`config.mk`:
```
export PLATFORM = sky130hd
export DESIGN_NAME = sarseq_top
export DESIGN_NICKNAME = d
export VERILOG_FILES = /design/src/hw/sarseq_pkg.sv /design/src/hw/sarseq_top.sv
export SDC_FILE = /design/constraint.sdc
export NUM_CORES = 1
export LEC_CHECK = 0
export BUFFER_PORTS_ARGS = -buffer_cell sky130_fd_sc_hd__buf_2
export CAP_MARGIN = 0
export CORE_MARGIN = 2
export CORE_UTILIZATION = 55
export CTS_CLUSTER_DIAMETER = 30
export DETAILED_ROUTE_END_ITERATION = 8
export PLACE_DENSITY = 0.75
export SLEW_MARGIN = 40
export SYNTH_ARGS = -nofsm -noshare
export SYNTH_HDL_FRONTEND = slang
export SYNTH_SLANG_ARGS = --single-unit
```
`constraint.sdc`:
```
create_clock -name i_clock -period 3.7 [get_ports i_clock]
set_input_delay 0.185 -clock i_clock [delete_from_list [all_inputs] [get_ports i_clock]]
set_output_delay 0.185 -clock i_clock [all_outputs]
set_load 0.01 [all_outputs]
```
`src/hw/sarseq_pkg.sv`:
```
`default_nettype none
package sarseq_pkg;
    // bus geometry
    localparam int unsigned ADDR_W    = 8;
    localparam int unsigned DATA_W    = 32;
    localparam int unsigned RES_W     = 12;
    localparam int unsigned NCH       = 8;
    localparam int unsigned CH_W      = 3;
    // register byte offsets
    localparam logic [7:0] OFS_RES0   = 8'h00;   // result regs 0x00..0x1C
    localparam logic [7:0] OFS_CTRL   = 8'h20;
    localparam logic [7:0] OFS_CHANNEL_ENABLE_BITS   = 8'h24;
    localparam logic [7:0] OFS_STAT   = 8'h28;
    localparam logic [7:0] OFS_CLK    = 8'h2C;
    // control register fields
    localparam int unsigned CTRL_IE_BIT    = 0;
    localparam int unsigned CTRL_MODE_LSB  = 2;
    localparam int unsigned CTRL_TRIGGER_SOURCE_SELECT_LSB  = 4;
    localparam int unsigned CTRL_TCOND_LSB = 6;
    localparam int unsigned CTRL_EXT_TRIGGER_ENABLE_BIT = 8;
    localparam int unsigned CTRL_DIFF_BIT  = 10;
    localparam int unsigned CTRL_START_BIT = 11;
    localparam int unsigned CTRL_CH7_LSB   = 12;
    // result register fields
    localparam int unsigned RES_OVR_BIT    = 16;
    localparam int unsigned RES_VALID_BIT  = 17;
    // status register fields
    localparam int unsigned STAT_DONE_BIT  = 0;
    localparam int unsigned STAT_BUSY_BIT  = 1;
    localparam int unsigned STAT_CH_LSB    = 4;
    localparam int unsigned STAT_VALID_LSB = 8;
    localparam int unsigned STAT_OVR_LSB   = 16;
    // clock register fields
    localparam int unsigned CLK_DIV_LSB    = 0;
    localparam int unsigned CLK_SEL_LSB    = 8;
    // reset values
    localparam logic [7:0] CHANNEL_ENABLE_BITS_RST        = 8'h00;
    localparam logic [7:0] DIV_RST         = 8'h00;
    localparam logic [1:0] SEL_RST         = 2'h0;
    // trigger filter counts, in clock cycles
    localparam int unsigned RUN_W          = 4;
    localparam logic [3:0] LEVEL_HOLD_CYC  = 4'h8;
    localparam logic [3:0] EDGE_HOLD_CYC   = 4'h4;
    // trigger source and condition codes
    localparam logic [1:0] TRG_PIN         = 2'h0;
    localparam logic [1:0] TRG_PWM         = 2'h3;
    localparam logic [1:0] COND_LOW        = 2'h0;
    localparam logic [1:0] COND_HIGH       = 2'h1;
    localparam logic [1:0] COND_FALL       = 2'h2;
    localparam logic [1:0] COND_RISE       = 2'h3;
    // operating modes
    typedef enum logic [1:0] {
        MODE_SINGLE = 2'h0,
        MODE_RSVD   = 2'h1,
        MODE_SCAN   = 2'h2,
        MODE_CONT   = 2'h3
    } sarseq_mode_e;
    // sequencer states, gray along idle-start-wait-next
    typedef enum logic [1:0] {
        ST_IDLE  = 2'h0,
        ST_START = 2'h1,
        ST_WAIT  = 2'h3,
        ST_NEXT  = 2'h2
    } sarseq_state_e;
endpackage : sarseq_pkg
`default_nettype wire

```
`src/hw/sarseq_top.sv`:
```
`timescale 1ns/1ps
`default_nettype none
module sarseq_top (
    input  wire logic                        i_clock,
    input  wire logic                        i_rst_b,
    input  wire logic [sarseq_pkg::ADDR_W-1:0] i_addr,
    input  wire logic [sarseq_pkg::DATA_W-1:0] i_wdata,
    input  wire logic                        i_wr,
    input  wire logic                        i_rd,
    output logic      [sarseq_pkg::DATA_W-1:0] o_rdata,
    input  wire logic                        i_ext_trigger,
    input  wire logic                        i_pwm_center,
    input  wire logic [3:0]                  i_clk_src,
    output logic                             o_conv_tick,
    output logic                             o_core_start,
    output logic      [sarseq_pkg::CH_W-1:0] o_core_channel,
    output logic                             o_core_diff,
    output logic      [1:0]                  o_ch7_src,
    input  wire logic                        i_core_done,
    input  wire logic [sarseq_pkg::RES_W-1:0] i_core_result,
    output logic                             o_irq
);
    import sarseq_pkg::*;

    // software control state
    logic               irq_en_q;      // interrupt enable
    sarseq_mode_e       mode_q;        // operating mode
    logic [1:0]         trigger_source_select_q;        // trigger source select
    logic [1:0]         tcond_q;       // trigger condition
    logic               ext_trigger_enable_q;       // external trigger enable
    logic               diff_q;        // differential pairing
    logic               start_q;       // conversion start / busy
    logic [1:0]         ch7_q;         // channel seven source
    logic [NCH-1:0]     channel_enable_bits_q;        // channel enable bits
    logic [7:0]         div_q;         // divide value
    logic [1:0]         sel_q;         // clock source select
    logic               done_q;        // conversion done flag
    // sequencer
    sarseq_state_e      state_q;
    logic [NCH-1:0]     pend_q;        // channels still to convert
    logic [CH_W-1:0]    cur_q;         // channel under conversion
    // results
    logic [RES_W-1:0]   res_q [NCH];
    logic [NCH-1:0]     valid_q;
    logic [NCH-1:0]     ovr_q;
    // trigger filter
    logic               pin_prev_q;    // pin a cycle ago
    logic [RUN_W-1:0]   run_q;         // cycles pin has held
    logic               filt_q;        // last accepted pin state
    logic               trig_fire;     // start request from trigger
    // divider
    logic               src_prev_q;
    logic [7:0]         div_cnt_q;

    // decoded strobes
    logic wr_ctrl;
    logic wr_channel_enable_bits;
    logic wr_stat;
    logic wr_clk;
    logic rd_res;
    logic [CH_W-1:0] rd_ch;
    logic [NCH-1:0]  channel_enable_bits_eff;
    logic [NCH-1:0]  seq_mask;
    logic            pass_end;
    logic            store;

    assign wr_ctrl = i_wr && (i_addr == OFS_CTRL);
    assign wr_channel_enable_bits = i_wr && (i_addr == OFS_CHANNEL_ENABLE_BITS);
    assign wr_stat = i_wr && (i_addr == OFS_STAT);
    assign wr_clk  = i_wr && (i_addr == OFS_CLK);
    // result regs occupy the eight words below the control word
    assign rd_res  = i_rd && (i_addr < OFS_CTRL) && (i_addr[1:0] == 2'h0);
    assign rd_ch   = i_addr[4:2];
    assign store   = (state_q == ST_WAIT) && i_core_done;

    // lowest set bit of a channel mask
    function automatic logic [CH_W-1:0] lowest(input logic [NCH-1:0] m);
        logic [CH_W-1:0] r;
        r = '0;
        for (int i = NCH - 1; i >= 0; i--) begin
            if (m[i]) begin
                r = CH_W'(i);
            end
        end
        return r;
    endfunction : lowest

    // pairs use only the even input of each pair
    always_comb begin
        channel_enable_bits_eff = diff_q ? (channel_enable_bits_q & 8'h55) : channel_enable_bits_q;
        // single mode keeps only the lowest enabled channel
        seq_mask = '0;
        if ((mode_q == MODE_SINGLE) || (mode_q == MODE_RSVD)) begin
            if (channel_enable_bits_eff != '0) begin
                seq_mask[lowest(channel_enable_bits_eff)] = 1'b1;
            end
        end else begin
            seq_mask = channel_enable_bits_eff;
        end
    end

    // pin filter: run length of the current pin level, saturating
    always_ff @(posedge i_clock or negedge i_rst_b) begin
        if (!i_rst_b) begin
            pin_prev_q <= 1'b0;
            run_q      <= '0;
            filt_q     <= 1'b0;
        end else begin
            pin_prev_q <= i_ext_trigger;
            if (i_ext_trigger != pin_prev_q) begin
                run_q <= 4'h1;
            end else if (run_q != LEVEL_HOLD_CYC) begin
                run_q <= run_q + 4'h1;
            end
            // a new state counts only once held long enough
            if ((run_q >= EDGE_HOLD_CYC) && (pin_prev_q != filt_q)) begin
                filt_q <= pin_prev_q;
            end
        end
    end

    // trigger decode; level mode retriggers while the level holds
    always_comb begin
        trig_fire = 1'b0;
        if (ext_trigger_enable_q && !start_q) begin
            if (trigger_source_select_q == TRG_PWM) begin
                trig_fire = i_pwm_center;
            end else if (trigger_source_select_q == TRG_PIN) begin
                case (tcond_q)
                    COND_LOW:  trig_fire = !pin_prev_q && (run_q == LEVEL_HOLD_CYC);
                    COND_HIGH: trig_fire = pin_prev_q && (run_q == LEVEL_HOLD_CYC);
                    COND_FALL: trig_fire = (run_q >= EDGE_HOLD_CYC) && filt_q && !pin_prev_q;
                    COND_RISE: trig_fire = (run_q >= EDGE_HOLD_CYC) && !filt_q && pin_prev_q;
                    default:   trig_fire = 1'b0;
                endcase
            end
        end
    end

    // control register; software writes take effect at once, even mid-sequence
    always_ff @(posedge i_clock or negedge i_rst_b) begin
        if (!i_rst_b) begin
            irq_en_q <= 1'b0;
            mode_q   <= MODE_SINGLE;
            trigger_source_select_q   <= TRG_PIN;
            tcond_q  <= COND_LOW;
            ext_trigger_enable_q  <= 1'b0;
            diff_q   <= 1'b0;
            ch7_q    <= 2'h0;
        end else if (wr_ctrl) begin
            irq_en_q <= i_wdata[CTRL_IE_BIT];
            mode_q   <= sarseq_mode_e'(i_wdata[CTRL_MODE_LSB +: 2]);
            trigger_source_select_q   <= i_wdata[CTRL_TRIGGER_SOURCE_SELECT_LSB +: 2];
            tcond_q  <= i_wdata[CTRL_TCOND_LSB +: 2];
            ext_trigger_enable_q  <= i_wdata[CTRL_EXT_TRIGGER_ENABLE_BIT];
            diff_q   <= i_wdata[CTRL_DIFF_BIT];
            ch7_q    <= i_wdata[CTRL_CH7_LSB +: 2];
        end
    end

    // start bit: trigger set beats software, end-of-run clear beats all
    always_ff @(posedge i_clock or negedge i_rst_b) begin
        if (!i_rst_b) begin
            start_q <= 1'b0;
        end else if (state_q == ST_NEXT && pass_end &&
                     (mode_q != MODE_CONT || channel_enable_bits_eff == '0)) begin
            start_q <= 1'b0;
        end else if (state_q == ST_IDLE && start_q && seq_mask == '0) begin
            start_q <= 1'b0;                // nothing enabled, give up
        end else if (trig_fire) begin
            start_q <= 1'b1;
        end else if (wr_ctrl) begin
            start_q <= i_wdata[CTRL_START_BIT];
        end
    end

    // other configuration registers
    always_ff @(posedge i_clock or negedge i_rst_b) begin
        if (!i_rst_b) begin
            channel_enable_bits_q <= CHANNEL_ENABLE_BITS_RST;
            div_q  <= DIV_RST;
            sel_q  <= SEL_RST;
        end else begin
            if (wr_channel_enable_bits) begin
                channel_enable_bits_q <= i_wdata[NCH-1:0];
            end
            if (wr_clk) begin
                div_q <= i_wdata[CLK_DIV_LSB +: 8];
                sel_q <= i_wdata[CLK_SEL_LSB +: 2];
            end
        end
    end

    assign pass_end = (pend_q == '0);

    // sequencer: one conversion at a time, core done gates progress
    always_ff @(posedge i_clock or negedge i_rst_b) begin
        if (!i_rst_b) begin
            state_q <= ST_IDLE;
            pend_q  <= '0;
            cur_q   <= '0;
        end else begin
            case (state_q)
                ST_IDLE: begin
                    if (start_q && seq_mask != '0) begin
                        pend_q  <= seq_mask;
                        cur_q   <= lowest(seq_mask);
                        state_q <= ST_START;
                    end
                end
                ST_START: begin
                    state_q <= ST_WAIT;
                end
                ST_WAIT: begin
                    if (i_core_done) begin
                        pend_q[cur_q] <= 1'b0;
                        state_q       <= ST_NEXT;
                    end
                end
                ST_NEXT: begin
                    if (!start_q) begin
                        state_q <= ST_IDLE;
                    end else if (!pass_end) begin
                        cur_q   <= lowest(pend_q);
                        state_q <= ST_START;
                    end else if (mode_q == MODE_CONT && channel_enable_bits_eff != '0) begin
                        pend_q  <= channel_enable_bits_eff;
                        cur_q   <= lowest(channel_enable_bits_eff);
                        state_q <= ST_START;
                    end else begin
                        state_q <= ST_IDLE;
                    end
                end
                default: begin
                    state_q <= ST_IDLE;
                end
            endcase
        end
    end

    // done flag: a pass end wins over a write-one clear
    always_ff @(posedge i_clock or negedge i_rst_b) begin
        if (!i_rst_b) begin
            done_q <= 1'b0;
        end else if (state_q == ST_NEXT && start_q && pass_end) begin
            done_q <= 1'b1;
        end else if (wr_stat && i_wdata[STAT_DONE_BIT]) begin
            done_q <= 1'b0;
        end
    end

    // results: a read takes the word; a new store wins over the take
    always_ff @(posedge i_clock or negedge i_rst_b) begin
        if (!i_rst_b) begin
            valid_q <= '0;
            ovr_q   <= '0;
            for (int i = 0; i < NCH; i++) begin
                res_q[i] <= '0;
            end
        end else begin
            if (rd_res) begin
                valid_q[rd_ch] <= 1'b0;
                ovr_q[rd_ch]   <= 1'b0;
            end
            if (store) begin
                res_q[cur_q]   <= i_core_result;
                valid_q[cur_q] <= 1'b1;
                // unread earlier word is lost, flag it
                if (valid_q[cur_q] && !(rd_res && rd_ch == cur_q)) begin
                    ovr_q[cur_q] <= 1'b1;
                end else begin
                    ovr_q[cur_q] <= 1'b0;
                end
            end
        end
    end

    // divider on the selected source; sources are sampled levels
    always_ff @(posedge i_clock or negedge i_rst_b) begin
        if (!i_rst_b) begin
            src_prev_q  <= 1'b0;
            div_cnt_q   <= '0;
            o_conv_tick <= 1'b0;
        end else begin
            src_prev_q  <= i_clk_src[sel_q];
            o_conv_tick <= 1'b0;
            if (i_clk_src[sel_q] && !src_prev_q) begin
                if (div_cnt_q >= div_q) begin
                    div_cnt_q   <= '0;
                    o_conv_tick <= 1'b1;
                end else begin
                    div_cnt_q <= div_cnt_q + 8'h01;
                end
            end
        end
    end

    // read port: data stand one cycle after the strobe, unmapped reads zero
    always_ff @(posedge i_clock or negedge i_rst_b) begin
        if (!i_rst_b) begin
            o_rdata <= '0;
        end else begin
            o_rdata <= '0;
            if (rd_res) begin
                o_rdata[RES_W-1:0]    <= res_q[rd_ch];
                o_rdata[RES_OVR_BIT]  <= ovr_q[rd_ch];
                o_rdata[RES_VALID_BIT] <= valid_q[rd_ch];
            end else if (i_rd) begin
                case (i_addr)
                    OFS_CTRL: begin
                        o_rdata[CTRL_IE_BIT]        <= irq_en_q;
                        o_rdata[CTRL_MODE_LSB +: 2] <= mode_q;
                        o_rdata[CTRL_TRIGGER_SOURCE_SELECT_LSB +: 2] <= trigger_source_select_q;
                        o_rdata[CTRL_TCOND_LSB +: 2] <= tcond_q;
                        o_rdata[CTRL_EXT_TRIGGER_ENABLE_BIT]     <= ext_trigger_enable_q;
                        o_rdata[CTRL_DIFF_BIT]      <= diff_q;
                        o_rdata[CTRL_START_BIT]     <= start_q;
                        o_rdata[CTRL_CH7_LSB +: 2]  <= ch7_q;
                    end
                    OFS_CHANNEL_ENABLE_BITS: o_rdata[NCH-1:0] <= channel_enable_bits_q;
                    OFS_STAT: begin
                        o_rdata[STAT_DONE_BIT]        <= done_q;
                        o_rdata[STAT_BUSY_BIT]        <= (state_q != ST_IDLE);
                        o_rdata[STAT_CH_LSB +: CH_W]  <= cur_q;
                        o_rdata[STAT_VALID_LSB +: NCH] <= valid_q;
                        o_rdata[STAT_OVR_LSB +: NCH]  <= ovr_q;
                    end
                    OFS_CLK: begin
                        o_rdata[CLK_DIV_LSB +: 8] <= div_q;
                        o_rdata[CLK_SEL_LSB +: 2] <= sel_q;
                    end
                    default: o_rdata <= '0;
                endcase
            end
        end
    end

    // core side outputs
    assign o_core_start   = (state_q == ST_START);
    assign o_core_channel = cur_q;
    assign o_core_diff    = diff_q;
    assign o_ch7_src      = ch7_q;
    assign o_irq          = done_q && irq_en_q;
endmodule : sarseq_top
`default_nettype wire

```
==> metrics.yaml <==
timing:
  final_hold_viol_count: 0
  tightest_slew_ps: 854
  setup_tns_ps: 0
  rsz0062_at_grt: "no"
  relSlewSlack_pct: 43.0
  period_needed_ps: 2780
  min_period_over_period_pct: 75.3
  finalMaxSlewViolations: 0
  hold_ws_ps: 23.0
  fin_worst_skew_ps: 8.28
  fmax_mhz: 359
  finalSetupViolCount: 0
global_routing:
  track_usage_pct: 24.7
  globalRoute.totalOverflow: 0
  grt_pass1_wl_mm: 37.0
  grt_max_degree: 106
  antenna_found_initial: 2
  grt_pass1_vias: 6965
routing:
  dr.pass1.iters: 5
  vias: 6932
  drc_errors: 0
  totalWireLength_mm: 22.9
  drt_iter0_drc: 620
  viasPerCell: 6.04
  drtAntennaViolNets: 0
  wl_per_cell_microns: 20.0
cts:
  cts_sinks: 196
  clock_tree.htree_level_count: 4
  path_clk_slew_ps: 70
  clk_latency_ps: 440
  cts_tree: "yes"
  cts_setup_buffers: 0
  cts-resized-gates: 0
  clock_path_buffers: 2
  cts_root_buf: "clkbuf_16"
  cts_inserted_buffers: 17
yosys:
  postSynthAreaPerCell_sq_um: 12.0
  yosysWarnings: 0
  ys_seq_elements: 196
  synth_top_area_share_pct: 49.5
  synth-main-ff-cell: "dfrtp_1"
  netlist.top_cell.by_area: "dfrtp_1"
  seq_area_frac_synth_pct: 49.5
  netlist_area_sq_um: 9910
  ys_async_sr_fraction_pct: 100
  synth_edf_count: 0
  synth_cells: 824
  synth_cell_types: 71
  synth_area_leaders: "dfrtp_1, mux2_2, mux4_2"
setup_path:
  reg2regPathDepth: 6
  r2r-start: "state_q[1]$_DFFE_PN0P_"
  crit_family: "simple AND/OR/NAND/NOR gates"
  timing.rr.end: "res_q[43]$_DFFE_PN0P_"
  rrSetupSlack_ps: 920
  worstPathRequired_ps: 4020
  cpMaxStageDelayCell: "ha_1"
  worstSetupEndpointType: "flop"
  path_class: "flop to flop"
  critPathArrivalTime_ps: 3100
  path_max_fanout: 15
  critPathLaunch: "state_q[1]$_DFFE_PN0P_"
  startpoint_type: "flop"
  path_buf_inv: 1
  critPathMaxStageDelay_ps: 520
  path_depth: 6
  path_cells: "ha_1 -> nand2_1 -> or2_2 -> nor2_1 -> buf_4 -> mux2_2"
  endpoint: "res_q[43]$_DFFE_PN0P_"
floorplan:
  die-height_microns: 138
  die_w_microns: 138
  initial_core_util_pct: 55.6
  num_rows: 49
  die-area_sq_um: 19100
  io_pins: 104
  core_area_sq_um: 17800
finish:
  fin_nets: 982
  design_area_sq_um: 11200
  final_common_cell: "dfrtp_1"
  layout_common_cells: "dfrtp_1, mux2_2, nand2_1"
  syn2layout_area_growth_pct: 13.2
  multi_input_area_sq_um: 4690
  drive_gt1_share_pct: 31.5
  seqCellArea_sq_um: 4900
  fillers: 1408
  finalCoreUtilization_pct: 62.9
power_and_ir_drop:
  ir_worst_vdd_v: 0.000361
  p_leak_nw: 5.49
  p_total_mw: 5.82
  p_per_area_nw_per_um2: 519
run_status:
  status: "complete, no violations"
placement:
  dpl_cell_area_sq_um: 10500
  routabilityCongestion: 0.917
  dpl.hpwl_mm: 15.2
  portBuffers: 77
job:
  drv_cap: 0
hold_path:
  hold_path.class: "input port to flop"
what timing repair did:
item | in CTS | in global routing
hold buffers | 10 | 0
setup endpoints to repair | 0 | 0
hold endpoints to repair | 113 | 0
flip-flops by register name, summed over array words and instances (netlist names), 3 cells and up:
name / flops
valid_q: 8
res_q: 96
o_core_channel: 3
o_rdata: 24
div_cnt_q: 8
channel_enable_bits_q: 8
div_q: 8
ovr_q: 8
pend_q: 8
run_q: 4
power by group:
group	internal [mW]	leakage, nW	switching (mW)
clock	0.955	0.274	0.864
combinational	0.634	2.60	0.740
sequential	2.40	2.61	0.230
worst register-to-register path, stage by stage (launching register included):
cell	delay [ps]
dfrtp_1	410
ha_1	520
nand2_1	210
or2_2	370
nor2_1	510
buf_4	300
mux2_2	340
cell families after synthesis:
family | count (synthesis) | share of synthesized area (%)
AO/OA/AOI/OAI | 144 | 10.6
flip-flops | 196 | 49.5
XOR/XNOR | 8 | 0.707
AND/OR/NAND/NOR | 208 | 10.1
other | 1 | 0.0378
multiplexers | 174 | 23.7
adder cells (fa/ha/maj) | 15 | 1.89
buffers and inverters | 78 | 3.47
layout make-up:
cell class              instances  area share [%]
clock inverters                13            1.25
repair buffers                103            5.80
diodes                          2          0.0446
flip-flops and latches        196            43.7
inverters                      29           0.970
multi-input cells             557            41.8
well taps                     229            2.55
clock buffers                  19            3.86
Yosys cell counts, types with 5 or more instances:
library cell / count
a21o_1: 9
a21oi_1: 24
a22oi_1: 5
and2_1: 11
and3_1: 6
buf_1: 6
buf_2: 11
buf_4: 8
clkbuf_1: 23
dfrtp_1: 196
ha_1: 15
inv_1: 29
mux2_2: 111
mux2_4: 6
mux2i_1: 22
mux4_2: 34
nand2_1: 80
nand2b_1: 13
nand3_1: 12
nand3b_1: 5
nor2_1: 48
nor2b_1: 7
o21ai_0: 39
o22ai_1: 13
o31ai_1: 6
xor2_1: 7
how the worst min path moves through the flow:
| stage | depth (start not counted) | from | end |
|---|---|---|---|
| after floorplan | 0 | i_rst_b | channel_enable_bits_q[0]$_DFFE_PN0P_ |
| after global placement | 1 | i_ext_trigger | pin_prev_q$_DFF_PN0_ |
| after detailed placement | 1 | i_ext_trigger | pin_prev_q$_DFF_PN0_ |
| after CTS | 2 | i_wdata[8] | sel_q[0]$_DFFE_PN0P_ |
| after global routing | 2 | i_wdata[8] | sel_q[0]$_DFFE_PN0P_ |
| final | 2 | i_wdata[8] | sel_q[0]$_DFFE_PN0P_ |
per-layer routing:
metal,global-route usage (%),share of wire [%],vias up
li1,-,-,3140
met1,33.9,44,3543
met2,39.8,49,209
met3,4.92,5.0,40
met4,8.92,2.2,0
met5,0,0,-
stage by stage:
step,cells,setup slack (ps)
4_1_cts,1144,922
3_3_place_gp,1102,992
2_1_floorplan,831,1670
6_report,1148,915
5_1_grt,1147,762
3_5_place_dp,1102,935
(Power assumes the default switching activity.)
